===== src/logic/cidf_defines.svh =====
// Constants for the CAN identifier filter and byte selector.
`ifndef CIDF_DEFINES_SVH
`define CIDF_DEFINES_SVH
`define CIDF_CLK_MHZ 250
`define CIDF_DWELL_US 1000
`define CIDF_DWELL_CYC (`CIDF_DWELL_US * `CIDF_CLK_MHZ)
`define CIDF_STD_MAX 29'h00007ff
`define CIDF_EXT_MAX 29'h1fffffff
`define CIDF_WILD_BYTE 8'hff
`define CIDF_RATE_50K 3'h0
`define CIDF_RATE_100K 3'h1
`define CIDF_RATE_125K 3'h2
`define CIDF_RATE_250K 3'h3
`define CIDF_RATE_500K 3'h4
`define CIDF_RATE_AUTO 3'h5
`define CIDF_RATE_LAST 3'h4
`endif


===== src/logic/cidf_pkg.sv =====
// Types for the CAN identifier filter and byte selector.
package cidf_pkg;
  // Bit-rate controller states, one-hot.
  typedef enum logic [3:0] {
    CIDF_OFF = 4'h1,
    CIDF_FIXED = 4'h2,
    CIDF_HUNT = 4'h4,
    CIDF_LOCK = 4'h8
  } cidf_rate_e;
endpackage


===== src/logic/cidf_filter.sv =====
// CAN receive acceptance filter, byte selector and little-endian packer.
`timescale 1ns/100ps
`include "cidf_defines.svh"
module cidf_filter
  import cidf_pkg::*;
#(
  parameter int DWELL_CYC = `CIDF_DWELL_CYC
)
(
  input wire logic clk,
  input wire logic rst_b,
  input wire logic usbAttached,
  input wire logic deepSleep,
  input wire logic [2:0] cfgRate,
  input wire logic cfgExt,
  input wire logic [28:0] cfgId,
  input wire logic [7:0] cfgMask,
  input wire logic busActivity,
  input wire logic frameValid,
  input wire logic frameExt,
  input wire logic [28:0] frameId,
  input wire logic [63:0] frameData,
  output logic busEnable_reg,
  output logic [2:0] rateSel_reg,
  output logic rateLocked_reg,
  output logic recValid_reg,
  output logic [28:0] recId_reg,
  output logic [63:0] recData_reg,
  output logic [3:0] recCount_reg
);

  // Controller state and its next value.
  cidf_rate_e state_reg;
  cidf_rate_e state_next;
  // Dwell counter used while hunting for a bit rate or checking a lock.
  logic [31:0] dwell_reg;
  logic [31:0] dwell_next;
  logic [2:0] rateSel_next;
  // Dwell expired on this cycle.
  wire dwellDone = (dwell_reg == 32'(DWELL_CYC - 1));
  // Bus may run only when no cable and not asleep.
  wire busAllowed = !usbAttached && !deepSleep;
  wire autoSel = (cfgRate == `CIDF_RATE_AUTO);
  // Next candidate rate, wrapping after the fastest one.
  wire [2:0] huntNext = (rateSel_reg == `CIDF_RATE_LAST) ? `CIDF_RATE_50K : rateSel_reg + 3'h1;
  // Fixed codes above the autobaud code are clamped to the slowest rate.
  wire [2:0] fixedRate = (cfgRate > `CIDF_RATE_LAST) ? `CIDF_RATE_50K : cfgRate;

  // Identifier compare. Extended ids are viewed as four bytes; an outer byte
  // programmed all-ones matches anything, since those bytes vary per vehicle.
  wire [31:0] cfgWord = {3'h0, cfgId};
  wire [31:0] frmWord = {3'h0, frameId};
  // Top byte can never hold FF within 29 bits, so all five top bits set, with the lower 24 bits nonzero, stand for FF.
  wire topWild = (cfgId[28:24] == 5'h1f) && (cfgId[23:0] != 24'h0);
  wire lowWild = (cfgWord[7:0] == `CIDF_WILD_BYTE);
  wire topHit = topWild || (cfgWord[31:24] == frmWord[31:24]);
  wire lowHit = lowWild || (cfgWord[7:0] == frmWord[7:0]);
  wire midHit = (cfgWord[23:8] == frmWord[23:8]);
  wire extHit = topHit && midHit && lowHit;
  wire stdHit = (frameId[28:11] == 18'h0) && (frameId[10:0] == cfgId[10:0]);
  // Type must agree, then the value.
  wire idHit = (frameExt == cfgExt) && (cfgExt ? extHit : stdHit);
  wire accept = frameValid && busEnable_reg && idHit;

  // Byte packer: selected bytes are compacted, first received lowest.
  logic [63:0] packData;
  logic [3:0] packCount;
  always_comb
  begin
    packData = 64'h0;
    packCount = 4'h0;
    for (int i = 0; i < 8; i++)
    begin
      // Only bytes whose mask bit is set are kept.
      if (cfgMask[i])
      begin
        packData[packCount[2:0] * 8 +: 8] = frameData[i * 8 +: 8];
        packCount = packCount + 4'h1;
      end
    end
  end

  // Bit-rate controller next-state logic.
  always_comb
  begin
    state_next = state_reg;
    dwell_next = 32'h0;
    rateSel_next = rateSel_reg;
    unique case (state_reg)
      CIDF_OFF:
      begin
        // Leave the idle state as soon as the bus is allowed.
        if (busAllowed)
        begin
          state_next = autoSel ? CIDF_HUNT : CIDF_FIXED;
          rateSel_next = autoSel ? `CIDF_RATE_50K : fixedRate;
        end
      end
      CIDF_FIXED:
      begin
        // The configured rate is applied directly.
        rateSel_next = fixedRate;
        if (autoSel)
        begin
          state_next = CIDF_HUNT;
        end
      end
      CIDF_HUNT:
      begin
        // Step through the rates until traffic is seen; never gives up.
        if (busActivity)
        begin
          state_next = CIDF_LOCK;
        end
        else if (dwellDone)
        begin
          rateSel_next = huntNext;
        end
        else
        begin
          dwell_next = dwell_reg + 32'h1;
        end
      end
      CIDF_LOCK:
      begin
        // A silent dwell drops the lock and resumes the search from the locked rate.
        if (busActivity)
        begin
          dwell_next = 32'h0;
        end
        else if (dwellDone)
        begin
          state_next = CIDF_HUNT;
        end
        else
        begin
          dwell_next = dwell_reg + 32'h1;
        end
      end
    endcase
    // Manual change of mode or a forbidden bus overrides everything.
    if (!busAllowed)
    begin
      state_next = CIDF_OFF;
      dwell_next = 32'h0;
    end
    else if (!autoSel && state_reg != CIDF_OFF && state_reg != CIDF_FIXED)
    begin
      state_next = CIDF_FIXED;
      rateSel_next = fixedRate;
      dwell_next = 32'h0;
    end
  end

  // Controller registers.
  always_ff @(posedge clk)
  begin
    if (!rst_b)
    begin
      state_reg <= CIDF_OFF;
      dwell_reg <= 32'h0;
      rateSel_reg <= `CIDF_RATE_50K;
      busEnable_reg <= 1'b0;
      rateLocked_reg <= 1'b0;
    end
    else
    begin
      state_reg <= state_next;
      dwell_reg <= dwell_next;
      rateSel_reg <= rateSel_next;
      busEnable_reg <= (state_next != CIDF_OFF);
      rateLocked_reg <= (state_next == CIDF_LOCK) || (state_next == CIDF_FIXED);
    end
  end

  // Output record: one-cycle strobe per accepted frame.
  always_ff @(posedge clk)
  begin
    if (!rst_b)
    begin
      recValid_reg <= 1'b0;
      recId_reg <= 29'h0;
      recData_reg <= 64'h0;
      recCount_reg <= 4'h0;
    end
    else
    begin
      recValid_reg <= accept;
      if (accept)
      begin
        recId_reg <= frameId;
        recData_reg <= packData;
        recCount_reg <= packCount;
      end
    end
  end
endmodule


===== config.mk =====
export PLATFORM = sky130hd
export DESIGN_NAME = cidf_filter
export DESIGN_NICKNAME = d
export VERILOG_FILES = /design/src/logic/cidf_pkg.sv /design/src/logic/cidf_filter.sv
export VERILOG_INCLUDE_DIRS = /design/src /design/src/logic
export SDC_FILE = /design/constraint.sdc
export NUM_CORES = 1
export LEC_CHECK = 0
export BUFFER_PORTS_ARGS = -buffer_cell sky130_fd_sc_hd__buf_2
export CAP_MARGIN = 10
export CORE_AREA = 2 2 156 158
export CTS_CLUSTER_DIAMETER = 150
export DETAILED_ROUTE_END_ITERATION = 12
export DIE_AREA = 0 0 158 160
export PLACE_DENSITY = 0.71
export SLEW_MARGIN = 20
export SYNTH_ARGS = -nofsm -noshare
export SYNTH_HDL_FRONTEND = slang
export SYNTH_SLANG_ARGS = --single-unit
export TNS_END_PERCENT = 1

===== constraint.sdc =====
create_clock -name clk -period 5.7 [get_ports clk]
set_input_delay 0.57 -clock clk [delete_from_list [all_inputs] [get_ports clk]]
set_output_delay 0.57 -clock clk [all_outputs]
set_load 0.01 [all_outputs]

== After elaboration in Yosys (flattened, before gate mapping) ==
Cells that the tools add are included.

* Word-level logic and storage cells: 123
* Register bits after elaboration: 139
* Output and inout bits: 103

* $add $sub $neg: 16
* Eq/ne operators: 19
* Muxes and demuxes: 41
* Bitwise logic cells: 3
* Shift-type cells: 14
* Order comparisons: 1
* Reductions and logical operators: 20

{| class="wikitable"
|+ Operators by type and width
! kind !! count
|-
| 64-bit bitwise mux || 7
|-
| 64-bit two-way mux || 7
|-
| 8-bit by 34-bit variable shift with 64-bit output, first input constant || 7
|-
| 8-bit by 34-bit variable part select with 64-bit output || 7
|-
| 6-bit negation with 34-bit output || 7
|-
| 4-bit two-way mux || 13
|-
| 32-bit by 1-bit adder with 32-bit output, second input constant || 1
|-
| 32-bit by 18-bit == test with 1-bit output, second input constant || 1
|-
| 4-bit by 1-bit adder with 4-bit output, second input constant || 7
|-
| 3-bit two-way mux || 9
|-
| 24-bit nonzero test || 1
|-
| 18-bit logical NOT || 1
|-
| 16-bit == test || 1
|-
| 4-bit case mux with 4 select lines || 1
|-
| 11-bit == test || 1
|-
| 1-bit logical AND || 10
|-
| 3-bit case mux with 3 select lines || 1
|-
| 4-bit by 2-bit == test with 1-bit output, second input constant || 2
|-
| 4-bit == test, second input constant || 2
|-
| 8-bit == test || 1
|-
| 8-bit == test, second input constant || 1
|-
| 8-bit two-way mux || 1
|-
| 4-bit by 1-bit inequality test with 1-bit output, second input constant || 2
|-
| 3-bit == test, second input constant || 2
|-
| other kinds (14) || 21
|}

== Longest topological paths before layout ==
Gate-level depths: netlist (run 1).

* Depth after elaboration: 17
* Gate-level depth with buffers: 32
* Mapped depth without buffers: 29

== Worst setup path after synthesis (run 1) ==
No wires, ideal clock.

* Kind: in2reg
* Start: input port cfgMask[0]
* End: register recData_reg[6]
* Setup slack: -0.495 ns
* Arrival: 6.077 ns
* Cell stages on the path: 30
* Buffers on the path: 3
* Data required time: 5.582 ns
* Cell sequence: clkbuf_1 -> inv_1 -> ha_1 -> nand2b_1 -> nand2_1 -> inv_1 -> ha_1 -> nand2b_1 -> o31a_1 -> buf_2 -> inv_1 -> ha_1 -> nand2_1 -> o21ai_0 -> or2_2 -> ha_1 -> nor2b_1 -> nor2_1 -> inv_1 -> ha_1 -> nand2_1 -> nand2_1 -> inv_1 -> ha_1 -> ha_1 -> or4b_4 -> or2_1 -> buf_2 -> o211ai_1 -> o21ai_1

* Longest elaborated chain between the ends: 17

{| class="wikitable"
|+ Ends and longest elaborated chain
! item !! line !! RTL
|-
| from (decl) || cidf_filter.sv:17 || <nowiki>input wire logic [7:0] cfgMask,</nowiki>
|-
| 1-bit two-way mux || cidf_filter.sv:75 || <nowiki>if (cfgMask[i])</nowiki>
|-
| 4-bit by 1-bit adder with 4-bit output or 6-bit negation with 34-bit output (tied branches) || cidf_filter.sv:78, cidf_filter.sv:77 ||
|-
| 4-bit two-way mux, or another cell as far along || cidf_filter.sv:75 ||
|-
| 4-bit by 1-bit adder with 4-bit output, or another cell as far along || cidf_filter.sv:78 || <nowiki>packCount = packCount + 4'h1;</nowiki>
|-
| 4-bit two-way mux, or another cell as far along || cidf_filter.sv:75 ||
|-
| 4-bit by 1-bit adder with 4-bit output, or another cell as far along || cidf_filter.sv:78 ||
|-
| 4-bit two-way mux, or another cell as far along || cidf_filter.sv:75 ||
|-
| 4-bit by 1-bit adder with 4-bit output, or another cell as far along || cidf_filter.sv:78 ||
|-
| 4-bit two-way mux, or another cell as far along || cidf_filter.sv:75 ||
|-
| 4-bit by 1-bit adder with 4-bit output, or another cell as far along || cidf_filter.sv:78 ||
|-
| 4-bit two-way mux, or another cell as far along || cidf_filter.sv:75 ||
|-
| 4-bit by 1-bit adder with 4-bit output, or another cell as far along || cidf_filter.sv:78 ||
|-
| 4-bit two-way mux, or another cell as far along || cidf_filter.sv:75 ||
|-
| 6-bit negation with 34-bit output or 64-bit bitwise mux (tied branches) || cidf_filter.sv:77 || <nowiki>packData[packCount[2:0] * 8 +: 8] = frameData[i * 8 +: 8];</nowiki>
|-
| 8-bit by 34-bit variable part select with 64-bit output, or another cell as far along || cidf_filter.sv:77 ||
|-
| 64-bit bitwise mux || cidf_filter.sv:77 ||
|-
| 64-bit two-way mux * || cidf_filter.sv:75 ||
|-
| to (signal assigned) || cidf_filter.sv:192 || <nowiki>recData_reg <= packData;</nowiki>
|-
| to (decl) || cidf_filter.sv:28 || <nowiki>output logic [63:0] recData_reg,</nowiki>
|}

Mark *: on every way between the ends. The rest lies on a longest branch, timed or not.
A chain may end at the register's enable or synchronous reset.

== Worst setup path in the final report (run 1) ==
Same ends and word-level chain as after synthesis.

==> metrics, run 1 <==
Avg WL per Cell 21.56 microns; Critical R2R Launch busEnable_reg$_SDFF_PN0_; Syn Area/Cell 7.321 sq um; Power Density 273.7 nW/um^2; Antenna Nets Post-Route 0; global-route wire length before repair 63630 microns; met3 WL 4512 microns; Tcrit/Tclk final 92.80%; Leak Pwr 0.005151 uW; asr flop ratio synth 0%; TritonCTS clock tree yes; nets@finish 1792; initial antenna violation count 4; Mapped Area 10500 sq um; Synth top area share 26.50%; Cells after Synth 1434; detailed-route vias per instance 6.134; Die W 158 microns; clock root buffer master clkbuf_16; ys flop type dfxtp_1; pins over their slew limit 0; worst slew pin tran 1.106 ns; Initial DRC Count 1331; Rows 57; Synth top cells by count nand2_1 (239), dfxtp_1 (139), a21oi_1 (129); Setup Buffers After CTS 0; Worst slew margin 26.13%; metal2 WL 18810 microns; Post-CTS Resized 0; drt first pass iters 6; Ys Warns 0; Hold WS 0.3972 ns; EDFF count, synth 0; max reg flops 64; Port Buffers 243; reg2reg end recData_reg[12]$_SDFFE_PN0P_; Skew-Pair Late Insertion Delay 0.43 ns; Max-Cap Viols 0; Die ar. 25280 sq um; share of post-route cells with drive strength above 1 21.92%; grt total ovfl 0; FMAX 189.0 MHz; CTS max path bufs 2; final setup fails 0; WL met1 17430 microns; core area 23820 sq um; All-Layer GR Usage 32.49%; CTS H-tree lvls 4; CTS Hold Bufs 0; critical path class input port to flip-flop; top-level I/O count 244; starting density of the core 44.08%; Clock Sink Count 139; Die Span Y 160 microns; reg-to-reg slack, setup 3.18 ns; GPL Wtd Cong 1.040; r2r worst-path depth 6; DRC 0; largest cells by area after synthesis dfxtp_1 (27%), nand2_1 (8.5%), a21oi_1 (6.1%); top cell type by total area after synthesis dfxtp_1; Layout fillers 2373; Area growth, synth to finish 20.53%; Num CTS Buffers 17; Setup TNS Final 0 ns; Worst VDD drop 0.2136 mV; Final Skew 0.006764 ns; Setup crit end recData_reg[6]$_SDFFE_PN0P_; worst setup margin 0.4103 ns; via count 12050; status finished clean; CP max stage cell or4b_4; most frequent cell after synthesis nand2_1; post-synthesis sequential area ratio 26.50%; Distinct cells, synth 83; type of the most critical hold path input port to flip-flop; final wirelength 42370 microns; dpl ws 0.01255 ns; crit path DAT 5.59 ns; clock-pin slew on the worst setup and hold paths 0.07 ns; Final Hold Vio Count 0; HPWL after detailed placement 32730 microns; critical path's largest stage delay 0.60 ns; largest net degree at the start of global routing 82; FF+latch count, synth 139; RSZ-0062 raised after global routing false; CP Capture Type flip-flop; crit path from cfgMask[0]; vias in the first global route 10990; Tmin final 5.290 ns; Mapped Nets 1601; Highest Signal Layer met4; Startpoint Class input port; largest fanout on the critical path 11; Crit path required time 6.00 ns
cells in the final DEF, fill, tap and decap left out, drive strengths merged, types with 5 or more instances in the layout:
master,n
and2,9
a22oi,15
ha,25
clkinv,5
and3,11
a32oi,42
nor4,24
buf,286
inv,52
xnor2,30
nand2b,8
nand3,53
nor2b,10
mux2i,43
nor3,29
o311a,5
o22ai,5
o21ai,61
a211oi,32
and4b,5
a2bb2oi,6
xor2,34
or2,6
nor2,118
a31oi,24
a311o,6
o311ai,5
or3,6
dfxtp,139
o211ai,45
clkbuf,17
nand2,239
a21oi,130
a221oi,5
a211o,6
nand4,26
a32o,5
per-stage QoR:
step / area (sq um) / instances / util, % / power (uW)
final: 12650 / 1965 / 53.13 / 3464
after global routing: 12650 / 1963 / 53.10 / 3606
after detailed placement: 12040 / 1930 / 50.56 / 2306
after floorplan: 10550 / 1434 / - / 1867
after CTS: 12650 / 1962 / 53.09 / 3435
after global placement: 12040 / 1930 / 50.56 / 2297
worst min path at each step:
stage | startpoint | to | slack (ns) | cells past startpoint
after floorplan | dwell_reg[0]$_SDFF_PP0_ | dwell_reg[0]$_SDFF_PP0_ | 0.43 | 1
after global placement | recId_reg[15]$_SDFFE_PN0P_ | recId_reg[15]$_SDFFE_PN0P_ | 0.44 | 2
after detailed placement | recId_reg[1]$_SDFFE_PN0P_ | recId_reg[1]$_SDFFE_PN0P_ | 0.44 | 2
after CTS | frameId[10] | recId_reg[10]$_SDFFE_PN0P_ | 0.38 | 3
after global routing | frameId[10] | recId_reg[10]$_SDFFE_PN0P_ | 0.39 | 3
final | frameId[10] | recId_reg[10]$_SDFFE_PN0P_ | 0.40 | 3
cells by family after synthesis:
logic type / Yosys count / share of synthesized area [%]
fa+ha+maj: 26 / 3.170
flops: 139 / 26.50
simple gates: 570 / 25.59
buf+inv: 159 / 5.994
compound gates: 427 / 27.79
mux: 44 / 4.207
xor+xnor: 69 / 6.745
area by class of cell:
cell class	instances	area, sq um	share of cell area, %
Tap cell	324	405.4	3.203
Sequential cell	139	2783	21.99
Clock inverter	15	177.7	1.404
Inverter	45	168.9	1.335
Antenna cell	3	7.507	0.05932
Timing Repair Buffer	286	1539	12.16
Clock buffer	17	425.4	3.362
Multi-Input combinational cell	1136	7148	56.49
where the power goes:
group / internal, uW / switching (uW) / leakage [uW]
Sequential: 973 / 2.55 / 0.00112
Combinational: 465 / 897 / 0.00374
Clock: 627 / 500 / 0.000289
Total: 2060 / 1400 / 0.00515
routing by layer:
metal	track usage, %	vias to the layer above
met5	0	-
met4	12.33	0
met3	7.734	121
met2	51.56	733
met1	42.67	5554
li1	-	5646
worst max-delay path, delay by kind of cell:
| family | cells | cell delay [ns] |
|---|---|---|
| buffers and inverters | 5 | 0.48 |
| AND/OR/NAND/NOR | 9 | 1.86 |
| AO/OA/AOI/OAI | 4 | 0.50 |
| adder cells (fa/ha/maj) | 7 | 2.17 |
No activity file was read; power rests on OpenSTA's default activity.
==> run 2, diff against run 1 <==
==> constraint.sdc (replaced) <==
create_clock -name clk -period 5.7 [get_ports clk]
set_input_delay 1.14 -clock clk [delete_from_list [all_inputs] [get_ports clk]]
set_output_delay 1.14 -clock clk [all_outputs]
set_load 0.01 [all_outputs]
==> metrics, run 2 (synthesized netlist as in run 1, its figures left out) <==
Area growth, synth to finish 23.76%; detailed-route vias per instance 6.059; Worst VDD drop 0.1826 mV; final setup fails 0; core area 23820 sq um; vias in the first global route 10940; reg-to-reg slack, setup 3.27 ns; Design Area, Final 12990 sq um; max reg flops 64; DRC 0; Non-Filler Instances 1993; Multi-input gate area 7229 sq um; total internal power 2229 uW; pins over their slew limit 0; Setup Buffers After CTS 0; worst slew pin tran 1.027 ns; critical path class input port to flip-flop; largest fanout on the critical path 11; Power Density 279.7 nW/um^2; All-Layer GR Usage 32.33%; Avg WL per Cell 21.21 microns; status finished clean; Initial DRC Count 1450; Critical R2R Launch busEnable_reg$_SDFF_PN0_; CP Capture Type flip-flop; Min-Delay Path Depth 2; Leak Pwr 0.005310 uW; Die W 158 microns; CTS Hold Bufs 0; Antenna Nets Post-Route 0; part of the power in the clock network 32.1%; placed cell area 12370 sq um; Die Span Y 160 microns; WHS Endpoint recId_reg[19]$_SDFFE_PN0P_; nets@finish 1822; initial antenna violation count 4; TritonCTS clock tree yes; largest net degree at the start of global routing 81; sw frac 38.65%; Setup TNS Final 0 ns; r2r worst-path depth 6; Worst slew margin 30.98%; reg2reg end recData_reg[47]$_SDFFE_PN0P_; Startpoint Class input port; most common cell after layout, fill and taps aside buf_2; Die ar. 25280 sq um; Seq pwr share 26.9%; DP Cell Count 1960; Tmin final 5.396 ns; Tcrit/Tclk final 94.67%; Num CTS Buffers 17; clock root buffer master clkbuf_16; Skew-Pair Late Insertion Delay 0.42 ns; hold_sp recId_reg[19]$_SDFFE_PN0P_; global-route wire length before repair 63140 microns; drt first pass iters 6; Final Hold Vio Count 0; Clock Sink Count 139; Final Skew 0.01160 ns; Layout fillers 2336; Net Sw Power 1404 uW; CTS max path bufs 2; FMAX 185.3 MHz; crit path DAT 5.69 ns; GPL Wtd Cong 1.013; Comb pwr share 41.1%; Sequential Area 2783 sq um; Max-Cap Viols 0; HPWL after detailed placement 33020 microns; Port Buffers 243; type of the most critical hold path flip-flop to flip-flop; RSZ-0062 raised after global routing false; Post-CTS Resized 0; top-level I/O count 244; Crit path required time 5.99 ns; final wirelength 42270 microns; clock-pin slew on the worst setup and hold paths 0.06 ns; grt total ovfl 0; Rows 57; total power 3634 uW; starting density of the core 44.08%; CTS H-tree lvls 4; commonest cells after routing, fill and taps aside buf_2 (243), nand2_1 (237), dfxtp_1 (139); via count 12080; share of post-route cells with drive strength above 1 24.00%
[run 2: routing by layer]
metal | part of all wire [%] | track usage [%] | up-vias
met3 | 9.9 | 6.350 | 92
met4 | 3.2 | 11.55 | 2
met2 | 45 | 52.15 | 701
met1 | 42 | 42.84 | 5572
li1 | - | - | 5709
met5 | 0.031 | 0 | -
[run 2: layout make-up]
| class | count | share of cell area [%] |
|---|---|---|
| Inverter | 45 | 1.319 |
| Clock buffer | 17 | 3.274 |
| Timing Repair Buffer | 316 | 13.77 |
| Sequential cell | 139 | 21.42 |
| Antenna cell | 2 | 0.03852 |
| Multi-Input combinational cell | 1136 | 55.64 |
| Tap cell | 324 | 3.120 |
| Clock inverter | 14 | 1.425 |
[run 2: through the flow]
stage	hold slack, ns	setup WS, ns	util [%]
floorplan	0.4261	-0.1390	-
global placement	0.4350	-0.06001	51.94
detailed placement	0.4429	-0.09982	51.94
CTS	0.4514	0.3319	54.50
global route	0.4611	0.09636	54.55
finish	0.4491	0.3040	54.55
[run 2: critical path, cell delays in order]
cell,delay (ns)
buf_2,0.12
fa_1,0.57
inv_2,0.06
ha_4,0.26
nand2b_1,0.09
o31a_1,0.20
inv_4,0.05
ha_4,0.21
nand2_1,0.06
o21ai_1,0.07
or2_4,0.28
ha_4,0.28
nor2b_4,0.04
nor2_2,0.10
inv_2,0.07
ha_4,0.29
nand2_8,0.05
nand2_4,0.08
inv_1,0.05
ha_2,0.19
ha_4,0.23
or4b_4,0.49
or2_1,0.40
o311ai_0,0.19
a21oi_1,0.11
[run 2: worst max-delay path by stage]
stage	to	from	slack [ns]
CTS	recData_reg[7]$_SDFFE_PN0P_	cfgMask[2]	0.33
global placement	recData_reg[4]$_SDFFE_PN0P_	cfgMask[2]	-0.06
floorplan	recData_reg[6]$_SDFFE_PN0P_	cfgMask[2]	-0.14
global route	recData_reg[4]$_SDFFE_PN0P_	cfgMask[2]	0.1
finish	recData_reg[7]$_SDFFE_PN0P_	cfgMask[2]	0.30
detailed placement	recData_reg[7]$_SDFFE_PN0P_	cfgMask[2]	-0.1
[run 2: power by group through the flow]
stage / sequential, uW / combinational, uW / clock, uW
floorplan: 998 / 913 / 0
global placement: 997 / 1440 / 0
detailed placement: 997 / 1440 / 0
CTS: 976 / 1450 / 1180
global route: 976 / 1590 / 1220
finish: 976 / 1490 / 1170
